[src/logic/omc_defines.vh]
// Constants of the operating-mode control block: offsets, fields, codes.
// Assumes a 32-bit APB with one register per aligned word.
`ifndef OMC_DEFINES_VH
`define OMC_DEFINES_VH

// Register indices; the byte address is four times the index.
`define OMC_IDX_MODE      8'h0B
`define OMC_IDX_STATUS    8'h0C
`define OMC_ADDR_MODE     12'h02C
`define OMC_ADDR_STATUS   12'h030

// Fields of operating_mode_control.
`define OMC_BIT_SPEC_N    7
`define OMC_BIT_SEL_B     6
`define OMC_BIT_SEL_A     5
`define OMC_BIT_STRETCH   4
`define OMC_BIT_VISIBLE   3
`define OMC_BIT_STOP_WAIT 2
`define OMC_BIT_EMUL_E    0

// Mode codes {special_mode_n, mode_select_b, mode_select_a}.
`define OMC_MODE_SSC      3'h0
`define OMC_MODE_SXN      3'h1
`define OMC_MODE_SPER     3'h2
`define OMC_MODE_SXW      3'h3
`define OMC_MODE_NSC      3'h4
`define OMC_MODE_NXN      3'h5
`define OMC_MODE_RSVD     3'h6
`define OMC_MODE_NXW      3'h7

// Port functions.
`define OMC_PORT_GPIO     2'h0
`define OMC_PORT_ADDR     2'h1
`define OMC_PORT_ADDATA   2'h2

// Debug address windows.
`define OMC_DBG_REG_LO    16'hFF00
`define OMC_DBG_REG_HI    16'hFF06
`define OMC_DBG_ROM_LO    16'hFF20
`define OMC_TOP_LO        16'hFF00

`endif

[src/logic/omc_mode_ctrl.v]
// Operating-mode control: strap capture, mode register, bus configuration,
// register visibility and background debug mapping.
// Assumes a synchronous reset held at least four clocks and an APB master.
`timescale 1ns/1ps
`include "omc_defines.vh"

module omc_mode_ctrl (
    input  wire        clock,
    input  wire        sys_rst,
    input  wire        psel,
    input  wire        penable,
    input  wire        pwrite,
    input  wire [11:0] paddr,
    input  wire [31:0] pwdata,
    output wire        pready,
    output wire        pslverr,
    output reg  [31:0] prdata,
    input  wire        background_debug_pin,
    input  wire        mode_select_b,
    input  wire        mode_select_a,
    input  wire        debug_enable_cmd,
    input  wire        debug_serial_cmd,
    input  wire        background_instruction,
    input  wire        debug_exit,
    input  wire [15:0] cpu_addr,
    output wire        sel_debug_rom,
    output wire        sel_debug_regs,
    output wire        sel_user_top,
    output reg         background_debug_state,
    output reg  [1:0]  port_a_func,
    output reg  [1:0]  port_b_func,
    output reg         cpu_halted,
    output reg         port_ab_regs_mapped,
    output reg         port_e_regs_mapped,
    output reg         e_clock_stretch_out,
    output reg         visibility_out,
    input  wire        wait_mode,
    output reg         ext_bus_shutdown,
    input  wire        ext_req,
    input  wire        ext_word,
    input  wire [15:0] ext_req_addr,
    input  wire [15:0] ext_req_data,
    output wire        ext_done,
    output reg         ext_active,
    output reg  [15:0] ext_addr,
    output reg  [15:0] ext_data
);

    // External transfer sequencer states.
    localparam [1:0] ST_IDLE = 2'h0;
    localparam [1:0] ST_HIGH = 2'h1;
    localparam [1:0] ST_LOW  = 2'h2;

    function is_special;
        input [2:0] m;
        begin
            is_special = ~m[2];
        end
    endfunction

    function is_expanded;
        input [2:0] m;
        begin
            is_expanded = m[0];
        end
    endfunction

    function is_periph;
        input [2:0] m;
        begin
            is_periph = (m == `OMC_MODE_SPER);
        end
    endfunction

    // Three-stage pin synchroniser; only stages two and three are compared.
    reg [2:0] pin_s1_r;
    reg [2:0] pin_s2_r;
    reg [2:0] pin_s3_r;
    reg [2:0] pin_flt_r;
    reg       in_rst_r;
    reg [2:0] mode_r;
    reg       stretch_r;
    reg       visible_r;
    reg       stop_wait_r;
    reg       emul_e_r;
    reg       wr_seen_r;
    reg       dbg_en_r;
    reg [1:0] st_r;
    reg [1:0] st_nxt;
    reg [15:0] lo_byte_r;

    always @(posedge clock) begin
        pin_s1_r <= {background_debug_pin, mode_select_b, mode_select_a};
        pin_s2_r <= pin_s1_r;
        pin_s3_r <= pin_s2_r;
        if (pin_s2_r == pin_s3_r) begin
            pin_flt_r <= pin_s3_r;
        end
    end

    wire       setup_ph = psel & ~penable;
    wire       access   = psel & penable;
    wire       hit_mode = (paddr == `OMC_ADDR_MODE) & ~is_periph(mode_r);
    wire       hit_stat = (paddr == `OMC_ADDR_STATUS);
    wire       mode_wr  = access & pwrite & hit_mode;
    wire       special  = is_special(mode_r);
    wire [2:0] strap    = (pin_flt_r == `OMC_MODE_RSVD) ?
                          `OMC_MODE_SPER : pin_flt_r;
    wire [2:0] wr_mode  = {pwdata[`OMC_BIT_SPEC_N], pwdata[`OMC_BIT_SEL_B],
                           pwdata[`OMC_BIT_SEL_A]};
    wire       sel_ok   = ~pwdata[`OMC_BIT_SEL_B] | pwdata[`OMC_BIT_SEL_A];
    wire       first_ok = special ? wr_seen_r : ~wr_seen_r;

    assign pready  = 1'b1;
    assign pslverr = access & ~hit_mode & ~hit_stat;

    // Mode register and write protection.
    always @(posedge clock) begin
        in_rst_r <= sys_rst;
        if (sys_rst) begin
            mode_r      <= `OMC_MODE_SSC;
            stretch_r   <= 1'b1;
            visible_r   <= 1'b0;
            stop_wait_r <= 1'b0;
            emul_e_r    <= 1'b0;
            wr_seen_r   <= 1'b0;
        end else if (in_rst_r) begin
            mode_r    <= strap;
            stretch_r <= 1'b1;
            visible_r <= is_special(strap);
            emul_e_r  <= is_special(strap);
        end else if (mode_wr) begin
            wr_seen_r <= 1'b1;
            if (special && wr_seen_r) begin
                mode_r[2] <= wr_mode[2];
            end
            if (first_ok && sel_ok) begin
                mode_r[1:0] <= wr_mode[1:0];
            end
            if (special || !wr_seen_r) begin
                stretch_r <= pwdata[`OMC_BIT_STRETCH];
            end
            if (first_ok) begin
                visible_r <= pwdata[`OMC_BIT_VISIBLE];
                emul_e_r  <= pwdata[`OMC_BIT_EMUL_E];
            end
            if (!special) begin
                stop_wait_r <= pwdata[`OMC_BIT_STOP_WAIT];
            end
        end
    end

    wire expanded   = is_expanded(mode_r) | is_periph(mode_r);
    wire stretch_rd = stretch_r | is_expanded(mode_r);
    wire e_hidden   = is_expanded(mode_r) & emul_e_r;

    // Read data is captured in the setup phase and held through access.
    always @(posedge clock) begin
        if (sys_rst) begin
            prdata <= 32'h00000000;
        end else if (setup_ph) begin
            if (hit_mode) begin
                prdata <= {24'h000000, mode_r, stretch_rd, visible_r,
                           stop_wait_r, 1'b0, emul_e_r};
            end else if (hit_stat) begin
                prdata <= {26'h0, ext_bus_shutdown, mode_r,
                           dbg_en_r, background_debug_state};
            end else begin
                prdata <= 32'h00000000;
            end
        end
    end

    // Background debug enable and activation.
    always @(posedge clock) begin
        if (sys_rst) begin
            dbg_en_r               <= 1'b0;
            background_debug_state <= 1'b0;
        end else if (in_rst_r) begin
            dbg_en_r               <= (strap == `OMC_MODE_SSC);
            background_debug_state <= (strap == `OMC_MODE_SSC);
        end else begin
            if (debug_enable_cmd) begin
                dbg_en_r <= 1'b1;
            end
            if (background_debug_state && debug_exit) begin
                background_debug_state <= 1'b0;
            end else if (dbg_en_r &&
                         (debug_serial_cmd || background_instruction)) begin
                background_debug_state <= 1'b1;
            end
        end
    end

    // Debug ROM takes precedence over the user top page while active.
    assign sel_debug_rom  = background_debug_state &
                            (cpu_addr >= `OMC_DBG_ROM_LO);
    assign sel_debug_regs = background_debug_state &
                            (cpu_addr >= `OMC_DBG_REG_LO) &
                            (cpu_addr <= `OMC_DBG_REG_HI);
    assign sel_user_top   = ~background_debug_state &
                            (cpu_addr >= `OMC_TOP_LO);

    // Port and bus configuration, registered from the current mode.
    always @(posedge clock) begin
        if (sys_rst) begin
            port_a_func         <= `OMC_PORT_GPIO;
            port_b_func         <= `OMC_PORT_GPIO;
            cpu_halted          <= 1'b0;
            port_ab_regs_mapped <= 1'b1;
            port_e_regs_mapped  <= 1'b1;
            e_clock_stretch_out <= 1'b0;
            visibility_out      <= 1'b0;
        end else begin
            if (!expanded) begin
                port_a_func <= `OMC_PORT_GPIO;
                port_b_func <= `OMC_PORT_GPIO;
            end else if (mode_r[1] || is_periph(mode_r)) begin
                port_a_func <= `OMC_PORT_ADDATA;
                port_b_func <= `OMC_PORT_ADDATA;
            end else begin
                port_a_func <= `OMC_PORT_ADDATA;
                port_b_func <= `OMC_PORT_ADDR;
            end
            cpu_halted          <= is_periph(mode_r);
            port_ab_regs_mapped <= ~expanded;
            port_e_regs_mapped  <= ~(is_periph(mode_r) |
                                     e_hidden);
            e_clock_stretch_out <= stretch_rd;
            visibility_out      <= visible_r & is_expanded(mode_r);
        end
    end

    // Stop-in-wait: shut down only once no external transfer is running.
    always @(posedge clock) begin
        if (sys_rst) begin
            ext_bus_shutdown <= 1'b0;
        end else if (!(wait_mode && stop_wait_r)) begin
            ext_bus_shutdown <= 1'b0;
        end else if (st_r == ST_IDLE && !ext_req) begin
            ext_bus_shutdown <= 1'b1;
        end
    end

    // External transfer sequencer; a narrow word takes two bus cycles.
    wire go     = ext_req & expanded & ~ext_bus_shutdown;
    wire narrow = is_expanded(mode_r) & ~mode_r[1];

    always @* begin
        st_nxt = st_r;
        case (st_r)
            ST_IDLE: begin
                if (go) begin
                    st_nxt = ST_HIGH;
                end
            end
            ST_HIGH: begin
                if (narrow && ext_word) begin
                    st_nxt = ST_LOW;
                end else begin
                    st_nxt = ST_IDLE;
                end
            end
            ST_LOW: begin
                st_nxt = ST_IDLE;
            end
            default: begin
                st_nxt = ST_IDLE;
            end
        endcase
    end

    assign ext_done = (st_r == ST_LOW) |
                      ((st_r == ST_HIGH) & (st_nxt == ST_IDLE));

    always @(posedge clock) begin
        if (sys_rst) begin
            st_r       <= ST_IDLE;
            ext_active <= 1'b0;
            ext_addr   <= 16'h0000;
            ext_data   <= 16'h0000;
            lo_byte_r  <= 16'h0000;
        end else begin
            st_r       <= st_nxt;
            ext_active <= (st_nxt != ST_IDLE);
            if (st_r == ST_IDLE && go) begin
                ext_addr  <= ext_req_addr;
                lo_byte_r <= {ext_req_data[7:0], 8'h00};
                if (narrow) begin
                    ext_data <= {ext_req_data[15:8], 8'h00};
                end else begin
                    ext_data <= ext_req_data;
                end
            end else if (st_nxt == ST_LOW) begin
                ext_addr <= ext_addr + 16'h0001;
                ext_data <= lo_byte_r;
            end
        end
    end

endmodule // omc_mode_ctrl

[config.mk]
export PLATFORM = sky130hd
export DESIGN_NAME = omc_mode_ctrl
export DESIGN_NICKNAME = d
export VERILOG_FILES = /design/src/logic/omc_mode_ctrl.v
export VERILOG_INCLUDE_DIRS = /design/src /design/src/logic
export SDC_FILE = /design/constraint.sdc
export NUM_CORES = 1
export LEC_CHECK = 0
export BUFFER_PORTS_ARGS = -buffer_cell sky130_fd_sc_hd__clkbuf_2
export CAP_MARGIN = 20
export CORE_AREA = 4 4 97 99
export DETAILED_ROUTE_END_ITERATION = 10
export DIE_AREA = 0 0 101 103
export PLACE_DENSITY = 0.79
export REMOVE_ABC_BUFFERS = 1
export SLEW_MARGIN = 20
export SYNTH_ARGS = -nofsm -noshare
export SYNTH_HDL_FRONTEND = slang
export SYNTH_SLANG_ARGS = --single-unit
[constraint.sdc]
create_clock -name clock -period 2.2 [get_ports clock]
set_clock_uncertainty 0.1 [all_clocks]
set_input_delay 0 -clock clock [delete_from_list [all_inputs] [get_ports clock]]
set_output_delay 0 -clock clock [all_outputs]
set_load 0.03 [all_outputs]
==> results of run 1 <==
==> sequential cells by signal, indices dropped and copies added, names as in the netlist, 2 cells and up <==
| name | flops |
|---|---|
| ext_addr | 16 |
| ext_data | 16 |
| lo_byte_r | 8 |
| mode_r | 3 |
| pin_flt_r | 3 |
| pin_s1_r | 3 |
| pin_s2_r | 3 |
| pin_s3_r | 3 |
| port_b_func | 2 |
| prdata | 8 |
| st_r | 2 |
==> layer usage <==
metal	routed length (um)	track usage
met1	4642	0.2577
met2	5252	0.3291
met3	741	0.04668
met4	174	0.07566
met5	0	0
==> where the power goes <==
part           switching, uW  internal, uW  leakage [uW]
Sequential              69.2          1590      0.000685
Combinational            381           250       0.00146
Clock                    569           533     0.0000998
Total                   1020          2370       0.00224
==> worst max path at each step <==
stage	startpoint	endpoint	cells past startpoint
finish	mode_r[0]$_SDFFE_PP0P_	pslverr	5
global route	mode_r[0]$_SDFFE_PP0P_	pslverr	5
CTS	mode_r[0]$_SDFFE_PP0P_	pslverr	5
detailed placement	st_r[0]$_SDFF_PP0_	ext_addr[9]$_SDFFE_PP0P_	4
global placement	st_r[1]$_SDFF_PP0_	ext_addr[9]$_SDFFE_PP0P_	4
floorplan	ext_bus_shutdown$_SDFFE_PP0P_	ext_addr[8]$_SDFFE_PP0P_	4
==> Yosys cell counts, types with 4 or more instances <==
cell type and n:
sky130_fd_sc_hd__o21ai_0 7, sky130_fd_sc_hd__clkbuf_1 13, sky130_fd_sc_hd__and4_1 7, sky130_fd_sc_hd__buf_4 27
sky130_fd_sc_hd__a22oi_1 5, sky130_fd_sc_hd__nor3_1 13, sky130_fd_sc_hd__nand2_1 37, sky130_fd_sc_hd__nand4_1 16
sky130_fd_sc_hd__nand2b_1 8, sky130_fd_sc_hd__nor2_1 55, sky130_fd_sc_hd__buf_6 4, sky130_fd_sc_hd__xor2_1 5
sky130_fd_sc_hd__or3_1 5, sky130_fd_sc_hd__dfxtp_1 80, sky130_fd_sc_hd__a211oi_2 4, sky130_fd_sc_hd__or4_1 5
sky130_fd_sc_hd__buf_2 4, sky130_fd_sc_hd__a311oi_2 12, sky130_fd_sc_hd__inv_1 5, sky130_fd_sc_hd__nand3_1 15
sky130_fd_sc_hd__a32oi_1 8, sky130_fd_sc_hd__a211oi_1 8, sky130_fd_sc_hd__a21oi_1 24, sky130_fd_sc_hd__o31ai_1 4
sky130_fd_sc_hd__nor4_1 7
==> placed cells by master, fill, tap and decap left out, types with 7 or more instances in the layout <==
master,synthesis,layout
sky130_fd_sc_hd__o21ai_0,7,7
sky130_fd_sc_hd__nand2_1,37,37
sky130_fd_sc_hd__conb_1,2,26
sky130_fd_sc_hd__nand4_1,16,16
sky130_fd_sc_hd__clkbuf_2,0,137
sky130_fd_sc_hd__clkbuf_8,0,9
sky130_fd_sc_hd__nor4_1,7,7
sky130_fd_sc_hd__nor3_1,13,13
sky130_fd_sc_hd__dlygate4sd3_1,0,48
sky130_fd_sc_hd__dfxtp_1,80,80
sky130_fd_sc_hd__nand2b_1,8,8
sky130_fd_sc_hd__a211oi_1,8,8
sky130_fd_sc_hd__a32oi_1,8,8
sky130_fd_sc_hd__nor2_1,55,55
sky130_fd_sc_hd__and4_1,7,7
sky130_fd_sc_hd__a311oi_2,12,12
sky130_fd_sc_hd__a21oi_1,24,24
sky130_fd_sc_hd__nand3_1,15,15
sky130_fd_sc_hd__buf_4,27,14
==> kinds of logic after synthesis <==
logic type,after synthesis,share of synthesized area
AO/OA/AOI/OAI,86,0.1850
other,2,0.001937
buffers and inverters,57,0.09038
AND/OR/NAND/NOR,189,0.2553
flip-flops,83,0.4364
XOR/XNOR,6,0.01356
adder cells (fa/ha/maj),3,0.009685
multiplexers,3,0.007747
==> layout make-up <==
cell class / instances / share of cell area
clock buffer: 9 / 0.02343
clock inverter: 7 / 0.01467
inverter: 6 / 0.004259
multi-input combinational: 313 / 0.3642
sequential: 83 / 0.3199
tap: 108 / 0.02556
timing repair buffer: 201 / 0.2480
==> worst max-delay path, delay by kind of cell (launching register included) <==
kind                   cells  cell delay (ns)
DFF                        1             0.44
buffers and inverters      1             0.24
and+or+nand+nor            4             1.01
==> per-stage QoR <==
step / total power [uW] / utilization / worst slack (ns) / hold slack (ns)
final: 3391 / 0.6184 / 0.06737 / 0.01825
after global routing: 3538 / 0.6184 / 0.01649 / 0.02418
after CTS: 3416 / 0.6184 / 0.08548 / 0.0008697
after detailed placement: 2252 / 0.5378 / 0.1941 / 0.004351
after global placement: 2238 / 0.5378 / 0.2615 / 0.002750
after floorplan: 2016 / - / -0.3864 / -0.07228
==> repair_timing <==
| item | CTS | global route |
|---|---|---|
| hold buffers | 48 | 0 |
| setup endpoints to repair | 1 | 0 |
| hold endpoints to repair | 58 | 0 |
| buffers inserted | 1 | 0 |
==> summary.md, run 1 <==
| Metric | Value |
|---|---|
| I/O pin count | between 150 and 200 |
| Kind of capture point of the worst setup path | output port |
| Row cnt | 34 |
| MaxCap Viol Count | 0 |
| WL/cell | roughly 15 um |
| Share of flip-flops with an asynchronous set or reset | 0 |
| Worst reg-to-reg path cell count | 4 |
| Max stage delay on crit path | between 0.5 and 0.6 ns |
| Yosys top cell area share | 0.4132 |
| Post-synthesis area per instance | about 9 um2 |
| Setup_tns | 0 ns |
| Critical R2R Launch | st_r[0]$_SDFF_PP0_ |
| Fraction of the cycle the final worst path needs | 0.9694 |
| Maximum vdd drop | 0.3731 mV |
| Horiz. Die Dim | just over 100 um |
| Number of failing hold endpoints at the final stage | 0 |
| TritonCTS sink count | slightly above 80 |
| Outcome | finished clean |
| Full die area | 0.01040 mm2 |
| Number of standard cells in the final layout excluding fillers | 727 |
| Summed area of non-filler cells in the final layout | roughly 0.0053 mm2 |
| Vias in the first global route | ~3.5k |
| Detailed-route wire length | ~11 mm |
| Clock input transition at the sequential cells of the worst setup and hold paths | ~0.090 ns |
| Setup slack of the worst register-to-register path | 0.16 ns |
| Number of distinct library cells after synthesis | 56 |
| Worst Max-Slew Pin Slew | roughly 0.67 ns |
| Initial antenna violation count | 0 |
| Library cell appearing most often on the critical path | sky130_fd_sc_hd__nor3_1 |
| Area of combinational cells with multiple inputs | 0.001926 mm2 |
| Setup-failing EPs final | 0 |
| Placed cell areas | approximately 0.0046 mm2 |
| Critical path class | flip-flop to output port |
| Cell taking the most area after synthesis | sky130_fd_sc_hd__dfxtp_1 |
| Final Wtd Congestion | ~0.83 |
| CP Data Required Time | 2.10 ns |
| Syn Std Cell Area | slightly below 0.004 mm2 |
| Final net count | around 720 |
| Pins Over Slew Limit | 0 |
| Fmax | between 0.4 and 0.5 GHz |
| Register bit total from synthesis | between 80 and 90 |
| Hold Path Class | input pin to flip-flop |
| Unrepaired setup endpoints after global routing | false |
| Routed vias | about 3.8k |
| Number of detailed-route iterations in the first pass | 4 |
| Register area share after synthesis | 0.4364 |
| Residual antenna-violating net count after detailed routing | 0 |
| Placeable Area | 0.008551 mm2 |
| First-pass GRT wire length | 16.78 mm |
| Kind of launch point of the worst setup path | flip-flop |
| Post-CTS sizing | 0 |
| Top FF cell, synth | sky130_fd_sc_hd__dfxtp_1 |
| Pin count of the biggest net entering global routing | 42 |
| P per Cell Area | roughly 640 mW/mm2 |
| Number of cells traversed by the worst hold path | 5 |
| Area Growth Syn to Fin | 36.41% |
| Worst rel slew slack | 0.5541 |
| Endpoint of the worst-slack reg-to-reg timing path | ext_addr[9]$_SDFFE_PP0P_ |
| Cells taking the most area after synthesis | sky130_fd_sc_hd__dfxtp_1 (41%), sky130_fd_sc_hd__nor2_1 (5.3%), sky130_fd_sc_hd__buf_4 (5.2%), sky130_fd_sc_hd__a311oi_2 (4.6%), sky130_fd_sc_hd__nand2_1 (3.6%) |
| Detailed-route DRC error count | 0 |
| Final period demand of the worst path | about 2.1 ns |
| CTS root buf | sky130_fd_sc_hd__clkbuf_8 |
| Crit path cell chain | or3b_2 > nand4b_1 > nor3_1 > nor3_1 > clkbuf_2 |
| Storage element area | roughly 0.0017 mm2 |
| Max FO, Critical Path | 10 |
| Global-route usage over all layers | 0.2005 |
| Buffers added on ports | about 140 |
| Starting Density | 0.4533 |
| Share of final-layout standard cells stronger than drive strength 1 | 0.3118 |
| Placed instance count | roughly 660 |
| Master of the slowest instance on the critical path | sky130_fd_sc_hd__or3b_2 |
| Leakage power figure | 0.002243 uW |
| Count of flip-flops with a built-in enable after synthesis | 3 |
| Vias per cell | roughly 5.3 |
| Number of instances in the synthesized netlist | ~430 |
| Startpoint of the lowest-slack hold path | paddr[0] |
| CTS tree | built |
| Bufs on Longest Clock Path | 2 |
| Number of buffers added by the clock tree synthesis step | 9 |
| Inserted Diodes | 0 |
| Synthesis Warnings | 0 |
| Critical path arrival | 2.03 ns |
| H-tree level count | 3 |
| FILL cells | between 700 and 800 |
| Number of DRC markers in iteration 0 | 180 |
| Skew-Pair Late Insertion Delay | between 0.3 and 0.4 ns |
| Grt total ovfl | 0 |
| Vertical extent of the die | around 100 um |
| Post-DP HPWL | 7.611 mm |
| Hold Crit Endpoint | prdata[7]$_SDFFE_PP0P_ |
Note: power is estimated with default switching activity, not from simulation.
==> inputs of run 2 (changes only) <==
Settings changed: HOLD_SLACK_MARGIN set to 0.1.
==> run 2 against run 1 <==
Net effect:
- register-to-register slack got worse by 0.03 ns
- critical path type unchanged
- sequential power about the same
- global-route usage up 0.47 points
- die area did not move
- sequential share of layout area down 0.74 points
- design area is 2.4% higher
- first-iteration DRC count increased by 7.8%
- critical path depth unchanged
- flip-flop and latch count is the same
==> summary.md, run 2 (same netlist as run 1, synthesis figures left out) <==
| Metric | Value |
|---|---|
| Final period demand of the worst path | 2.104 ns (-0.02894 ns) |
| Buffering stage count on the worst path with inverters included | 1 (unchanged) |
| Kind of capture point of the worst setup path | output port |
| Pin count of the biggest net entering global routing | 42 (unchanged) |
| Share of final-layout standard cells stronger than drive strength 1 | 0.3074 (-0.004345) |
| Routed vias | 3893 (+1.8%) |
| Global-route usage over all layers | 0.2052 (+0.004695) |
| Grt total ovfl | 0 (unchanged) |
| Post-layout util | 0.6330 (+0.01463) |
| Buffers added on ports | 137 (unchanged) |
| I/O pin count | 189 (unchanged) |
| P per Cell Area | 629.5 mW/mm2 (-1.9%) |
| Worst rel slew slack | 0.5560 (+0.001826) |
| Maximum vdd drop | 0.3752 mV (+0.56%) |
| Horiz. Die Dim | 101 um (unchanged) |
| Hold Crit Endpoint | prdata[1]$_SDFFE_PP0P_ |
| TritonCTS sink count | 83 (unchanged) |
| Setup_tns | 0 ns (unchanged) |
| Final net count | 736 (+1.7%) |
| Pins Over Slew Limit | 0 (unchanged) |
| Kind of launch point of the worst setup path | flip-flop |
| Leakage power figure | 0.002297 uW (+2.4%) |
| Unrepaired setup endpoints after global routing | false |
| Startpoint of the lowest-slack hold path | psel |
| Row cnt | 34 (unchanged) |
| Number of cells traversed by the worst hold path | 4 (-1) |
| Vias per cell | 5.268 (+0.15%) |
| Hold Path Class | input pin to flip-flop |
| Setup-failing EPs final | 0 (unchanged) |
| Vertical extent of the die | 103 um (unchanged) |
| CP Data Required Time | 2.10 ns (about the same) |
| Largest registers | ext_addr: 16 flops, ext_data: 16 flops |
| Initial antenna violation count | 0 (unchanged) |
| WL/cell | 14.80 um (-0.46%) |
| Residual antenna-violating net count after detailed routing | 0 (unchanged) |
| Endpoint of the worst-slack reg-to-reg timing path | background_debug_state$_SDFFE_PP0P_ |
| Max stage delay on crit path | 0.55 ns (about the same) |
| Worst Max-Slew Pin Slew | 0.6661 ns (-0.002739 ns) |
| Critical path class | flip-flop to output port |
| Summed area of non-filler cells in the final layout | 0.005413 mm2 (+2.4%) |
| Detailed-route wire length | 10.94 mm (+1.2%) |
| Number of failing hold endpoints at the final stage | 0 (unchanged) |
| Outcome | finished clean |
| H-tree level count | 3 (unchanged) |
| Post-DP HPWL | 7.611 mm (unchanged) |
| Master of the slowest instance on the critical path | sky130_fd_sc_hd__or3b_2 |
| Number of buffers added by the clock tree synthesis step | 9 (unchanged) |
| MaxCap Viol Count | 0 (unchanged) |
| Max FO, Critical Path | 10 (unchanged) |
| Setup slack of the worst register-to-register path | 0.13 ns (-0.03 ns) |
| Family with the most delay on the worst path | simple AND/OR/NAND/NOR gates |
| Leading cell types in the layout, fill and taps excluded | sky130_fd_sc_hd__clkbuf_2 (137), sky130_fd_sc_hd__dfxtp_1 (80), sky130_fd_sc_hd__dlygate4sd3_1 (60) |
| Critical path arrival | 2.00 ns (-0.03 ns) |
| Area Growth Syn to Fin | 39.64% |
| Inserted Diodes | 0 (unchanged) |
| CTS root buf | sky130_fd_sc_hd__clkbuf_8 |
| Number of detailed-route iterations in the first pass | 5 (+1) |
| Fraction of the cycle the final worst path needs | 0.9562 (-0.01315) |
| Total power after layout | 3407 uW (+0.46%) |
| Crit path cell chain | or3b_2 > nand4b_1 > nor3_2 > nor3_1 > clkbuf_2 |
| Detailed-route DRC error count | 0 (unchanged) |
| Fmax | 0.4754 GHz (+1.4%) |
| Bufs on Longest Clock Path | 2 (unchanged) |
| Clock input transition at the sequential cells of the worst setup and hold paths | 0.09 ns (about the same) |
| Skew-Pair Late Insertion Delay | 0.34 ns (about the same) |
| First-pass GRT wire length | 17.13 mm (+2.1%) |
| Starting Density | 0.4533 (unchanged) |
| Full die area | 0.01040 mm2 (unchanged) |
| Number of DRC markers in iteration 0 | 194 (+7.8%) |
| Critical R2R Launch | in_rst_r$_DFF_P_ |
| Final Wtd Congestion | 0.8316 (unchanged) |
| Commonest non-fill, non-tap cell in the layout | sky130_fd_sc_hd__clkbuf_2 |
| CTS tree | built |
| Placeable Area | 0.008551 mm2 (unchanged) |
| Worst reg-to-reg path cell count | 5 (+1) |
| Vias in the first global route | 3612 (+2.5%) |
| Placed cell areas | 0.004598 mm2 (unchanged) |
[run 2: routing by layer]
metal | global-route usage | up-vias | share of wire
met5 | 0 | - | 0
met4 | 0.08078 | 0 | 0.020
met3 | 0.04330 | 22 | 0.066
met2 | 0.3397 | 142 | 0.49
met1 | 0.2628 | 1813 | 0.43
li1 | - | 1916 | -
[run 2: worst max path at each step]
stage,cells past startpoint,slack (ns),from,endpoint
after floorplan,4,-0.39,ext_bus_shutdown$_SDFFE_PP0P_,ext_addr[8]$_SDFFE_PP0P_
after global placement,4,0.26,st_r[1]$_SDFF_PP0_,ext_addr[9]$_SDFFE_PP0P_
after detailed placement,4,0.19,st_r[0]$_SDFF_PP0_,ext_addr[9]$_SDFFE_PP0P_
after CTS,5,0.09,mode_r[0]$_SDFFE_PP0P_,pslverr
after global routing,5,0.02,ext_addr[0]$_SDFFE_PP0P_,ext_addr[12]$_SDFFE_PP0P_
final,5,0.1,mode_r[0]$_SDFFE_PP0P_,pslverr
[run 2: worst min-delay path, cell delays in order]
cell                       delay (ns)
sky130_fd_sc_hd__clkbuf_2        0.11
sky130_fd_sc_hd__nand2b_1        0.22
sky130_fd_sc_hd__nand2_1         0.14
sky130_fd_sc_hd__a21oi_1         0.05
[run 2: through the flow]
stage | hold slack, ns | std cells | setup slack, ns
after floorplan | -0.07228 | 402 | -0.3864
after global placement | 0.002750 | 662 | 0.2615
after detailed placement | 0.004351 | 662 | 0.1941
after CTS | 0.1092 | 739 | 0.08548
after global routing | 0.1571 | 739 | 0.01778
final | 0.1192 | 739 | 0.09631
[run 2: layout make-up]
class                   instances  area (um2)
multi-input cells             313        1931
fillers                       737        3138
well taps                     108       135.1
clock inverters                 7       77.57
inverters                       6       22.52
repair buffers                213        1431
clock buffers                   9       123.9
flip-flops and latches         83        1692
[run 2: timing repair]
action	in CTS	in global routing
hold buffers	60	0
setup endpoints to repair	1	1
gates cloned	0	0
setup buffers	1	0
hold endpoints to repair	64	0
gates resized for setup	0	1
[run 2: power breakdown]
part	internal, uW	total [uW]	switching [uW]	leakage, uW
clock	533	1100	569	0.0000998
sequential	1590	1660	69.3	0.000685
combinational	264	648	384	0.00151
